### src/hw/mrsc_pkg.sv
// Purpose: shared constants and types for the motor run/stop control
// Assumes: 20 MHz core clock
// Notes:   mode encoding follows the external operation setting
package mrsc_pkg;
  localparam logic [1:0] MODE_PANEL    = 2'h0;
  localparam logic [1:0] MODE_EXT_ON   = 2'h1;
  localparam logic [1:0] MODE_EXT_ONLY = 2'h2;
  localparam int CLK_HZ        = 20_000_000;
  localparam int LOCKOUT_MS    = 2000;
  localparam int LOCKOUT_CYC   = (CLK_HZ / 1000) * LOCKOUT_MS;
  localparam int DEBOUNCE_US   = 1000;
  localparam int DEBOUNCE_CYC  = (CLK_HZ / 1_000_000) * DEBOUNCE_US;
  localparam int SPEED_W       = 12;
  localparam int NUM_IN        = 5;
  localparam int IDX_FWD       = 0;
  localparam int IDX_REV       = 1;
  localparam int IDX_OPSW      = 2;
  localparam int IDX_DIRSW     = 3;
  localparam int IDX_DIAL      = 4;
  localparam logic [SPEED_W-1:0] SPEED_RST = 12'h000;

  typedef enum logic [2:0] {
    ST_STOP  = 3'b001,
    ST_RUN   = 3'b010,
    ST_DECEL = 3'b100
  } mrsc_state_t;

  // motor command presented to the power stage
  typedef struct packed {
    logic               run;
    logic               decel;
    logic               brake;
    logic               ccw;
    logic [SPEED_W-1:0] speed;
  } mrsc_cmd_t;

  typedef struct packed {
    logic [NUM_IN-1:0] s1;
    logic [NUM_IN-1:0] s2;
    logic [NUM_IN-1:0] s3;
    logic [NUM_IN-1:0] clean;
    logic [NUM_IN-1:0][21:0] cnt;
    mrsc_state_t        st;
    logic               ccwHold;
    logic [SPEED_W-1:0] storedSpeed;
    logic [SPEED_W-1:0] dialSpeedPrev;
    logic               unconfirmed;
    logic [25:0]        lockCnt;
    logic               prevOp;
    logic               prevDir;
    logic               prevDial;
    mrsc_cmd_t          cmd;
    logic               lockout;
    logic               blink;
  } mrsc_state_all_t;
endpackage

### src/hw/mrsc_top.sv
// Purpose: run/stop and direction arbitration for a brushless driver
// Assumes: single 20 MHz clock, asynchronous active-low reset
// Notes:   switch and run inputs are filtered before any decision
`timescale 1ns/1ns
`default_nettype none

// Operation
// - setting off: only panel controls start and stop the motor
// - setting on: external inputs start/stop, panel controls stay live
// - external-only: external inputs start/stop; switch, direction, dial ignored
// - setting on: run needs external run input and operation switch at run
// - setting on: switch to halt position decelerates despite external run
// - setting on: dial turn updates commanded speed
// - setting on: direction switch change reverses rotation
// - external-only: operation or direction switch actuation shows lockout
// - external-only: dial turn in speed/alarm/warning monitor shows lockout
// - external-only: lockout shown while operation switch sits at run
// - external-only: lockout shown two seconds after direction or dial action
// - external-only: data, parameter and I/O monitor views remain usable
// - external control: exactly one run input asserted rotates motor
// - releasing the run input gives a decelerated stop
// - both run inputs asserted stop instantly without ramp
// - single-speed external run uses the first stored speed entry
// - blink while dialed speed unconfirmed; dial press stores speed
// - panel mode: switch back to run restarts at stored speed
// - panel mode: direction change accepted while running
// - lock function active: dial speed changes ignored
// - external-only: direction taken as switch forward position
// - forward input clockwise, reverse counterclockwise; switch swaps both
module mrsc_top
  import mrsc_pkg::*;
(
  // clock and reset
  input  wire logic               core_clk,
  input  wire logic               arst_n,
  // external run inputs
  input  wire logic               forwardRunInput,
  input  wire logic               reverseRunInput,
  // front panel
  input  wire logic               opSwitchRun,
  input  wire logic               dirSwitchRev,
  input  wire logic               dialPress,
  input  wire logic [SPEED_W-1:0] dialSpeed,
  // configuration
  input  wire logic [1:0]         extOpMode,
  input  wire logic               lockFunction,
  input  wire logic               monitorSpeedView,
  input  wire logic               settingViewActive,
  // motor command and display
  output logic                    motorRun,
  output logic                    motorDecel,
  output logic                    motorBrake,
  output logic                    motorCcw,
  output logic [SPEED_W-1:0]      motorSpeed,
  output logic                    lockoutShow,
  output logic                    displayBlink
);

  mrsc_state_all_t q_r;
  mrsc_state_all_t q_nxt;
  logic [NUM_IN-1:0] rawIn;
  logic [SPEED_W-1:0] dialSync_r;

  assign rawIn = {dialPress, dirSwitchRev, opSwitchRun,
                  reverseRunInput, forwardRunInput};

  // dial value is a multi-bit word held stable by the panel encoder
  always_ff @(posedge core_clk or negedge arst_n) begin
    if (!arst_n) begin
      dialSync_r <= SPEED_RST;
    end else begin
      dialSync_r <= dialSpeed;
    end
  end

  always_comb begin
    logic forward_run_input;
    logic reverse_run_input;
    logic opRun;
    logic dirRev;
    logic press;
    logic extRun;
    logic panelRun;
    logic wantRun;
    logic dirEff;
    logic dialMoved;
    logic extCtl;
    forward_run_input = 1'b0;
    reverse_run_input = 1'b0;
    opRun = 1'b0;
    dirRev = 1'b0;
    press = 1'b0;
    extRun = 1'b0;
    panelRun = 1'b0;
    wantRun = 1'b0;
    dirEff = 1'b0;
    dialMoved = 1'b0;
    extCtl = 1'b0;
    q_nxt = q_r;
    q_nxt.s1 = rawIn;
    q_nxt.s2 = q_r.s1;
    q_nxt.s3 = q_r.s2;
    // accept a change once stable for the debounce interval
    for (int i = 0; i < NUM_IN; i++) begin
      if (q_r.s2[i] != q_r.s3[i] || q_r.s3[i] == q_r.clean[i]) begin
        q_nxt.cnt[i] = 22'h00_0000;
      end else if (q_r.cnt[i] == 22'(DEBOUNCE_CYC - 1)) begin
        q_nxt.clean[i] = q_r.s3[i];
        q_nxt.cnt[i]   = 22'h00_0000;
      end else begin
        q_nxt.cnt[i] = q_r.cnt[i] + 22'h00_0001;
      end
    end
    forward_run_input    = q_r.clean[IDX_FWD];
    reverse_run_input    = q_r.clean[IDX_REV];
    opRun  = q_r.clean[IDX_OPSW];
    dirRev = q_r.clean[IDX_DIRSW];
    press  = q_r.clean[IDX_DIAL] & ~q_r.prevDial;
    q_nxt.prevOp   = opRun;
    q_nxt.prevDir  = dirRev;
    q_nxt.prevDial = q_r.clean[IDX_DIAL];
    q_nxt.dialSpeedPrev = dialSync_r;
    dialMoved = dialSync_r != q_r.dialSpeedPrev;
    extCtl = extOpMode == MODE_EXT_ON || extOpMode == MODE_EXT_ONLY;
    extRun = forward_run_input ^ reverse_run_input;

    // dial handling: ignored when locked or external-only
    if (extOpMode != MODE_EXT_ONLY && !lockFunction) begin
      if (dialMoved) begin
        q_nxt.unconfirmed = 1'b1;
        if (extOpMode == MODE_EXT_ON) begin
          q_nxt.storedSpeed = dialSync_r;
        end
      end
      if (press) begin
        q_nxt.storedSpeed = dialSync_r;
        q_nxt.unconfirmed = 1'b0;
      end
    end
    if (extOpMode == MODE_EXT_ONLY) begin
      q_nxt.unconfirmed = 1'b0;
    end

    // direction: switch frozen to forward in external-only
    if (extOpMode == MODE_EXT_ONLY) begin
      dirEff = 1'b0;
    end else begin
      dirEff = dirRev;
    end

    case (extOpMode)
      MODE_EXT_ON: wantRun = extRun & opRun;
      MODE_EXT_ONLY: wantRun = extRun;
      default: wantRun = opRun;
    endcase
    panelRun = wantRun;
    if (extCtl && wantRun) begin
      q_nxt.ccwHold = reverse_run_input ^ dirEff;
    end else if (!extCtl && wantRun) begin
      q_nxt.ccwHold = dirEff;
    end

    case (q_r.st)
      ST_RUN: begin
        if (extCtl && forward_run_input && reverse_run_input) begin
          q_nxt.st = ST_STOP;
        end else if (!panelRun) begin
          q_nxt.st = ST_DECEL;
        end
      end
      ST_DECEL: begin
        if (extCtl && forward_run_input && reverse_run_input) begin
          q_nxt.st = ST_STOP;
        end else if (panelRun) begin
          q_nxt.st = ST_RUN;
        end
      end
      ST_STOP: begin
        if (panelRun) begin
          q_nxt.st = ST_RUN;
        end
      end
      default: q_nxt.st = ST_STOP;
    endcase

    q_nxt.cmd.run   = q_nxt.st == ST_RUN;
    q_nxt.cmd.decel = q_nxt.st == ST_DECEL;
    q_nxt.cmd.brake = extCtl && forward_run_input && reverse_run_input;
    q_nxt.cmd.ccw   = q_nxt.ccwHold;
    q_nxt.cmd.speed = q_nxt.storedSpeed;

    // lockout indication in external-only mode
    if (extOpMode == MODE_EXT_ONLY) begin
      if ((dirRev != q_r.prevDir) || (opRun != q_r.prevOp)
          || press
          || (dialMoved && monitorSpeedView && !settingViewActive)) begin
        q_nxt.lockCnt = 26'(LOCKOUT_CYC);
      end else if (q_r.lockCnt != 26'h000_0000) begin
        q_nxt.lockCnt = q_r.lockCnt - 26'h000_0001;
      end
      q_nxt.lockout = opRun || q_nxt.lockCnt != 26'h000_0000;
    end else begin
      q_nxt.lockCnt = 26'h000_0000;
      q_nxt.lockout = 1'b0;
    end
    q_nxt.blink = q_nxt.unconfirmed;
  end

  always_ff @(posedge core_clk or negedge arst_n) begin
    if (!arst_n) begin
      q_r <= '0;
      q_r.st <= ST_STOP;
      q_r.storedSpeed <= SPEED_RST;
    end else begin
      q_r <= q_nxt;
    end
  end

  assign motorRun     = q_r.cmd.run;
  assign motorDecel   = q_r.cmd.decel;
  assign motorBrake   = q_r.cmd.brake;
  assign motorCcw     = q_r.cmd.ccw;
  assign motorSpeed   = q_r.cmd.speed;
  assign lockoutShow  = q_r.lockout;
  assign displayBlink = q_r.blink;
endmodule

`default_nettype wire

### config.mk
export PLATFORM = sky130hd
export DESIGN_NAME = mrsc_top
export DESIGN_NICKNAME = d
export VERILOG_FILES = /design/src/hw/mrsc_pkg.sv /design/src/hw/mrsc_top.sv
export SDC_FILE = /design/constraint.sdc
export NUM_CORES = 1
export LEC_CHECK = 0
export ABC_CLOCK_PERIOD_IN_PS = 2600
export BUFFER_PORTS_ARGS = -buffer_cell sky130_fd_sc_hd__buf_2
export CAP_MARGIN = 0
export CORE_MARGIN = 1
export CORE_UTILIZATION = 40
export CTS_BUF_LIST = sky130_fd_sc_hd__clkbuf_4
export CTS_CLUSTER_DIAMETER = 80
export CTS_CLUSTER_SIZE = 10
export DETAILED_ROUTE_END_ITERATION = 12
export GPL_ROUTABILITY_DRIVEN = 0
export RECOVER_POWER = 100
export SYNTH_ARGS = -nofsm -noshare
export SYNTH_HDL_FRONTEND = slang
export SYNTH_SLANG_ARGS = --single-unit
### constraint.sdc
create_clock -name core_clk -period 2.6 [get_ports core_clk]
set_input_delay 0 -clock core_clk [delete_from_list [all_inputs] [get_ports core_clk]]
set_output_delay 0 -clock core_clk [all_outputs]
set_load 0.02 [all_outputs]
## Word level (Yosys, flattened, before mapping)

Cells that the tools add are included.
W data, S select, Z words.

| storage, ports and cells | value |
|---|---|
| bits in registers | 204 |
| output and inout bits | 18 |

| operators by class | value |
|---|---|
| add/subtract/negate cells | 6 |
| equal/unequal tests | 26 |
| multiplexer cells | 31 |
| bitwise logic cells | 10 |
| reduce and logical (&&, ||, !) cells | 34 |

Operators by type and width:

| kind | number |
|---|---|
| $mux W22 | 10 |
| $add A22 B1 Y22 const B | 5 |
| $eq A22 B15 Y1 const B | 5 |
| $mux W26 | 4 |
| $reduce_bool A26 Y1 | 2 |
| $mux W12 | 3 |
| $sub A26 B1 Y26 const B | 1 |
| $mux W3 | 4 |
| $ne A12 B12 Y1 | 1 |
| $reduce_and A2 Y1 | 6 |
| $logic_or A1 B1 Y1 | 10 |
| $pmux W3 S3 | 1 |
| $mux W1 | 8 |
| $reduce_bool A2 Y1 | 4 |
| $logic_and A1 B1 Y1 | 7 |
| $ne A1 B1 Y1 | 7 |
| $eq A3 B2 Y1 const B | 2 |
| $eq A3 B3 Y1 const B | 2 |
| $not A1 Y1 | 6 |
| $eq A1 B1 Y1 | 5 |
| $eq A3 B1 Y1 const B | 1 |
| $logic_not A1 Y1 | 3 |
| $reduce_and A3 Y1 | 1 |
| $reduce_bool A3 Y1 | 1 |
| 6 further kinds | 8 |

## Depth between registers and ports, before layout

| depth | value |
|---|---|
| depth in word-level cells | 9 |
| gate-level depth with buffers | 10 |
| mapped depth without buffers | 9 |

## Worst setup path after synthesis

No wires, ideal clock.

| timing path | value |
|---|---|
| path kind | register to register |
| from | reg q_r[21] (netlist name) |
| to | reg q_r, in the netlist lockoutShow |
| arrival time | 2.405 ns |
| data required time | 2.459 ns |
| setup slack | 0.054 ns |
| cell stages (with the launch flop) | 10 |
| path buffers | 0 |
| period minus slack after synthesis | 2.546 ns |
| cell sequence | dfrtp_1 -> inv_1 -> ha_1 -> or3b_2 -> or3_1 -> nor3_1 -> mux2i_1 -> nand4_1 -> nor4b_2 -> a41oi_1 |

RTL lines:

| element | line | source |
|---|---|---|
| start: declaration | mrsc_top.sv:59 | `mrsc_state_all_t q_r;` |
| start signal: assignment | mrsc_top.sv:215 | `q_r <= q_nxt;` |

==> impl_results.rst <==
.. list-table::
   :header-rows: 1

   * - Metric
     - Value
   * - Largest area contributor in the synthesized netlist
     - sky130_fd_sc_hd__dfrtp_1
   * - Placed insts
     - 1274
   * - Area of the core
     - 22800 um2
   * - Adder-cell area share of the yosys netlist
     - 1.07%
   * - Top FF cell, synth
     - sky130_fd_sc_hd__dfrtp_1
   * - Layout Nets
     - 1065
   * - Final critical path time including I/O delays and setup
     - 2.48 ns
   * - Gate Count Post-Synth
     - 914
   * - Worst VDD drop
     - 295 uV
   * - Portion of total power attributed to sequential cells
     - 47.8%
   * - Synth Cell Area
     - 9370 um2
   * - Worst-case hold slack
     - 0.204 ns
   * - Worst Path Required
     - 3.13 ns
   * - Total CTS buffers
     - 24
   * - Fraction of layout instances using a drive strength above 1
     - 12.7%
   * - Async set-reset flop share out of synthesis
     - 100%
   * - Critical path launch point type
     - flip-flop
   * - Average wire per standard cell
     - 13.2 um
   * - Power density cells
     - 674 nW/um2
   * - Path class of the lowest-slack min-delay path
     - in2reg
   * - Count of flip-flops with a built-in enable after synthesis
     - 0
   * - Sw frac
     - 31.5%
   * - Fraction of post-synthesis cell area in the top cell type by area
     - 54.2%
   * - Dpl cell area
     - 10100 um2
   * - Kind of critical path
     - reg2reg
   * - Final hold violations
     - 0
   * - All-layer global routing usage
     - 15.8%
   * - Endpoint arrival time on the critical path
     - 3.01 ns
   * - Failing checks
     - max-capacitance violations, max-slew violations
   * - Multiplexer area fraction after synthesis
     - 1.78%
   * - Storage element area
     - 5110 um2
   * - Buffers added on ports
     - 41
   * - Clock tree root buffer cell
     - sky130_fd_sc_hd__clkbuf_4
   * - Power spent charging and discharging nets
     - 2.30 mW
   * - Final Util
     - 47.5%
   * - Number of max-cap violations
     - 1
   * - Total negative slack for setup checks
     - 0 ns
   * - Number of global-route vias before repair
     - 6588
   * - Fraction of power consumed by the clock network
     - 23.5%
   * - Leakage power
     - 4.70 nW
   * - Latest clock arrival within the worst-skew pair
     - 0.66 ns
   * - Internal power summed over all cells
     - 4.99 mW
   * - Library cells used by synthesis
     - 57
   * - Number of H-tree branching levels
     - 1
   * - Number of vias per cell
     - 4.90
   * - DRC violations left
     - 0
   * - Floorplan die height
     - 155 um
   * - Global-route wire length before repair
     - 31.4 mm
   * - Fillers
     - 2111
   * - Overall die width
     - 155 um
   * - Total number of clock tree sinks
     - 204
   * - Pin count of the biggest net entering global routing
     - 88
   * - Worst slew slack as a fraction of its limit
     - -30.2%
   * - Main combinational cell family by area after synthesis
     - simple AND/OR/NAND/NOR gates
   * - Final period utilization
     - 95.4%
   * - Share of synthesized area occupied by flip-flops and latches
     - 54.5%
   * - Final Instance Count excl. Fillers
     - 1358
   * - HPWL reported at the end of detailed placement
     - 12.2 mm
   * - Clock-pin slew on the worst setup and hold paths
     - 0.12 ns
   * - #FFs+latches synth
     - 204
   * - Signed area change from the synthesized netlist to the final layout
     - 15.4%
   * - Final-report setup violation count
     - 0
   * - Initial detailed-routing violation count
     - 318
   * - Power Total
     - 7.29 mW
   * - Final-report max-slew violation count
     - 87
   * - XOR/XNOR share of the synthesized area
     - 11.5%
   * - Cell types with the largest area share after synthesis
     - sky130_fd_sc_hd__dfrtp_1 (54%), sky130_fd_sc_hd__xor2_1 (7.3%), sky130_fd_sc_hd__nor2_1 (6.7%)
   * - Path depth of the worst reg2reg path
     - 10
   * - Final setup slack of the worst path
     - 0.120 ns
   * - Worst-margin pin slew
     - 1.95 ns
   * - GRT Residual Overflow
     - 0
   * - Area taken by multi-input logic gates
     - 4050 um2
   * - Critical path peak fanout
     - 3
   * - Count of synthesis-stage warnings from yosys
     - 0
   * - Share of the synthesized area in compound gates (AO/OA/AOI/OAI)
     - 4.71%
   * - Simple-Gate Fraction of Synth Area
     - 23.8%
   * - Final design instance area without fill
     - 10800 um2
   * - Row cnt
     - 55
   * - Worst slack at placement
     - 0.0409 ns
   * - Part of the total power dissipated in combinational logic
     - 28.7%
   * - Routed wire length
     - 18.0 mm
   * - Initial core utilization
     - 41.1%
   * - Post-detailed-route count of antenna-violating nets
     - 0
   * - Peak Freq
     - 403 MHz
   * - Maximum buffer depth of the clock tree
     - 3
   * - Largest clock skew in the final design
     - 0.0393 ns
   * - Endpoint kind of the worst setup timing path
     - flip-flop
   * - Number of primary I/O pins
     - 42
   * - Clock tree from TritonCTS
     - built
   * - Number of antenna violations at the first check in global routing
     - 2
   * - Status
     - finished, violations left
   * - Count of vias placed by the detailed router
     - 6648
   * - Net count of the mapped netlist
     - 946
   * - Min-Delay Path Depth
     - 4
   * - Total Die Area
     - 24000 um2
   * - Drt first pass iters
     - 4
   * - Mapped Avg Cell Area
     - 10.3 um2
state kept, by name, summed over array words and instances, names as in the netlist:
signal        cells
lockoutShow       1
motorRun          1
motorBrake        1
motorCcw          1
motorSpeed       12
q_nxt            13
motorDecel        1
q_r             161
displayBlink      1
dialSync_r       12
worst max-delay path, cell delays in order, from the launching register on:
cell	delay (ns)
sky130_fd_sc_hd__dfrtp_1	0.42
sky130_fd_sc_hd__inv_2	0.08
sky130_fd_sc_hd__ha_4	0.13
sky130_fd_sc_hd__buf_6	0.09
sky130_fd_sc_hd__nor4b_4	0.21
sky130_fd_sc_hd__nand3_2	0.14
sky130_fd_sc_hd__or2_1	0.28
sky130_fd_sc_hd__a211o_1	0.25
sky130_fd_sc_hd__a221o_1	0.35
sky130_fd_sc_hd__nor4b_2	0.27
sky130_fd_sc_hd__a41oi_1	0.14
layout by cell type (no fill, tap or decap), drive strengths merged, types with 4 or more instances in the layout:
master,synthesis,layout
a31oi,6,6
nor4,21,21
o21ai,16,16
a21oi,37,37
nor3,20,20
nor2,168,168
nor4b,7,7
or4,4,4
clkbuf,17,65
and4,8,8
xor2,78,78
nand3,47,47
nor2b,4,4
nand2b,4,4
and2,9,9
mux2,13,13
nand2,60,60
nand4,24,24
nor3b,5,5
buf,15,51
ha,8,8
nand3b,4,4
dlygate4sd3,0,42
xnor2,45,45
or3,16,16
and3,24,24
or2,5,5
dfrtp,203,203
inv,21,21
cell families (layout without fill, tap and decap cells):
logic type | count (synthesis) | count (layout)
adders and majority gates | 8 | 8
buffers and inverters | 53 | 182
and+or+nand+nor | 435 | 435
DFF | 204 | 204
AOI/OAI and AO/OA | 76 | 76
other | 0 | 2
muxes | 15 | 15
xor gates and xnor gates | 123 | 123
layout make-up:
| class | count | share of cell area, % |
|---|---|---|
| Sequential cell | 204 | 47.2 |
| Tap cell | 313 | 3.62 |
| Timing Repair Buffer | 125 | 8.30 |
| Clock inverter | 3 | 0.370 |
| Clock buffer | 33 | 2.29 |
| Multi-Input combinational cell | 657 | 37.4 |
| Antenna cell | 2 | 0.0463 |
| Inverter | 21 | 0.729 |
synthesized netlist by cell type, types with 8 or more instances:
cell and instances:
sky130_fd_sc_hd__nor3_1 18, sky130_fd_sc_hd__and4_1 8, sky130_fd_sc_hd__nand2_1 60, sky130_fd_sc_hd__mux2_2 13
sky130_fd_sc_hd__buf_4 13, sky130_fd_sc_hd__xnor2_1 45, sky130_fd_sc_hd__and3_1 24, sky130_fd_sc_hd__and2_1 9
sky130_fd_sc_hd__dfrtp_1 203, sky130_fd_sc_hd__nand4_1 24, sky130_fd_sc_hd__o21ai_0 16, sky130_fd_sc_hd__inv_1 21
sky130_fd_sc_hd__or3_1 16, sky130_fd_sc_hd__nor4_1 19, sky130_fd_sc_hd__ha_1 8, sky130_fd_sc_hd__nor2_1 167
sky130_fd_sc_hd__clkbuf_1 17, sky130_fd_sc_hd__nand3_1 45, sky130_fd_sc_hd__xor2_1 78, sky130_fd_sc_hd__a21oi_1 37
layer usage:
metal	GRT usage (%)	vias up	routed length (um)
met5	0	-	0
met4	4.43	0	404
met3	2.31	33	453
met2	26.0	58	8450
met1	21.6	3202	8680
li1	-	3355	-
what timing repair did:
item / in CTS / in global routing
gates resized for setup: 0 / 10
hold buffers: 42 / 0
setup endpoints to repair: 0 / 1
hold endpoints to repair: 240 / 0
buffers inserted: 0 / 4
power by group through the flow:
stage,Combinational (mW),Clock [mW],Sequential [mW]
after global placement,1.99,0,3.54
after floorplan,1.41,0,3.51
after CTS,2.06,1.80,3.48
final,2.09,1.71,3.48
after global routing,2.32,1.93,3.51
after detailed placement,2.00,0,3.54
worst paths after layout:
check                           slack [ns]    startpoint            end
worst max-delay path                  0.12       q_r[22]    lockoutShow
worst min-delay path                  0.20  lockFunction   displayBlink
worst max register to register        0.12       q_r[22]    lockoutShow
worst min register to register        0.36    q_nxt[198]     q_nxt[193]
max in group asynchronous             0.37        arst_n       q_r[147]
min in group asynchronous             0.98        arst_n  motorSpeed[9]
No activity file was read; power rests on OpenSTA's default activity.
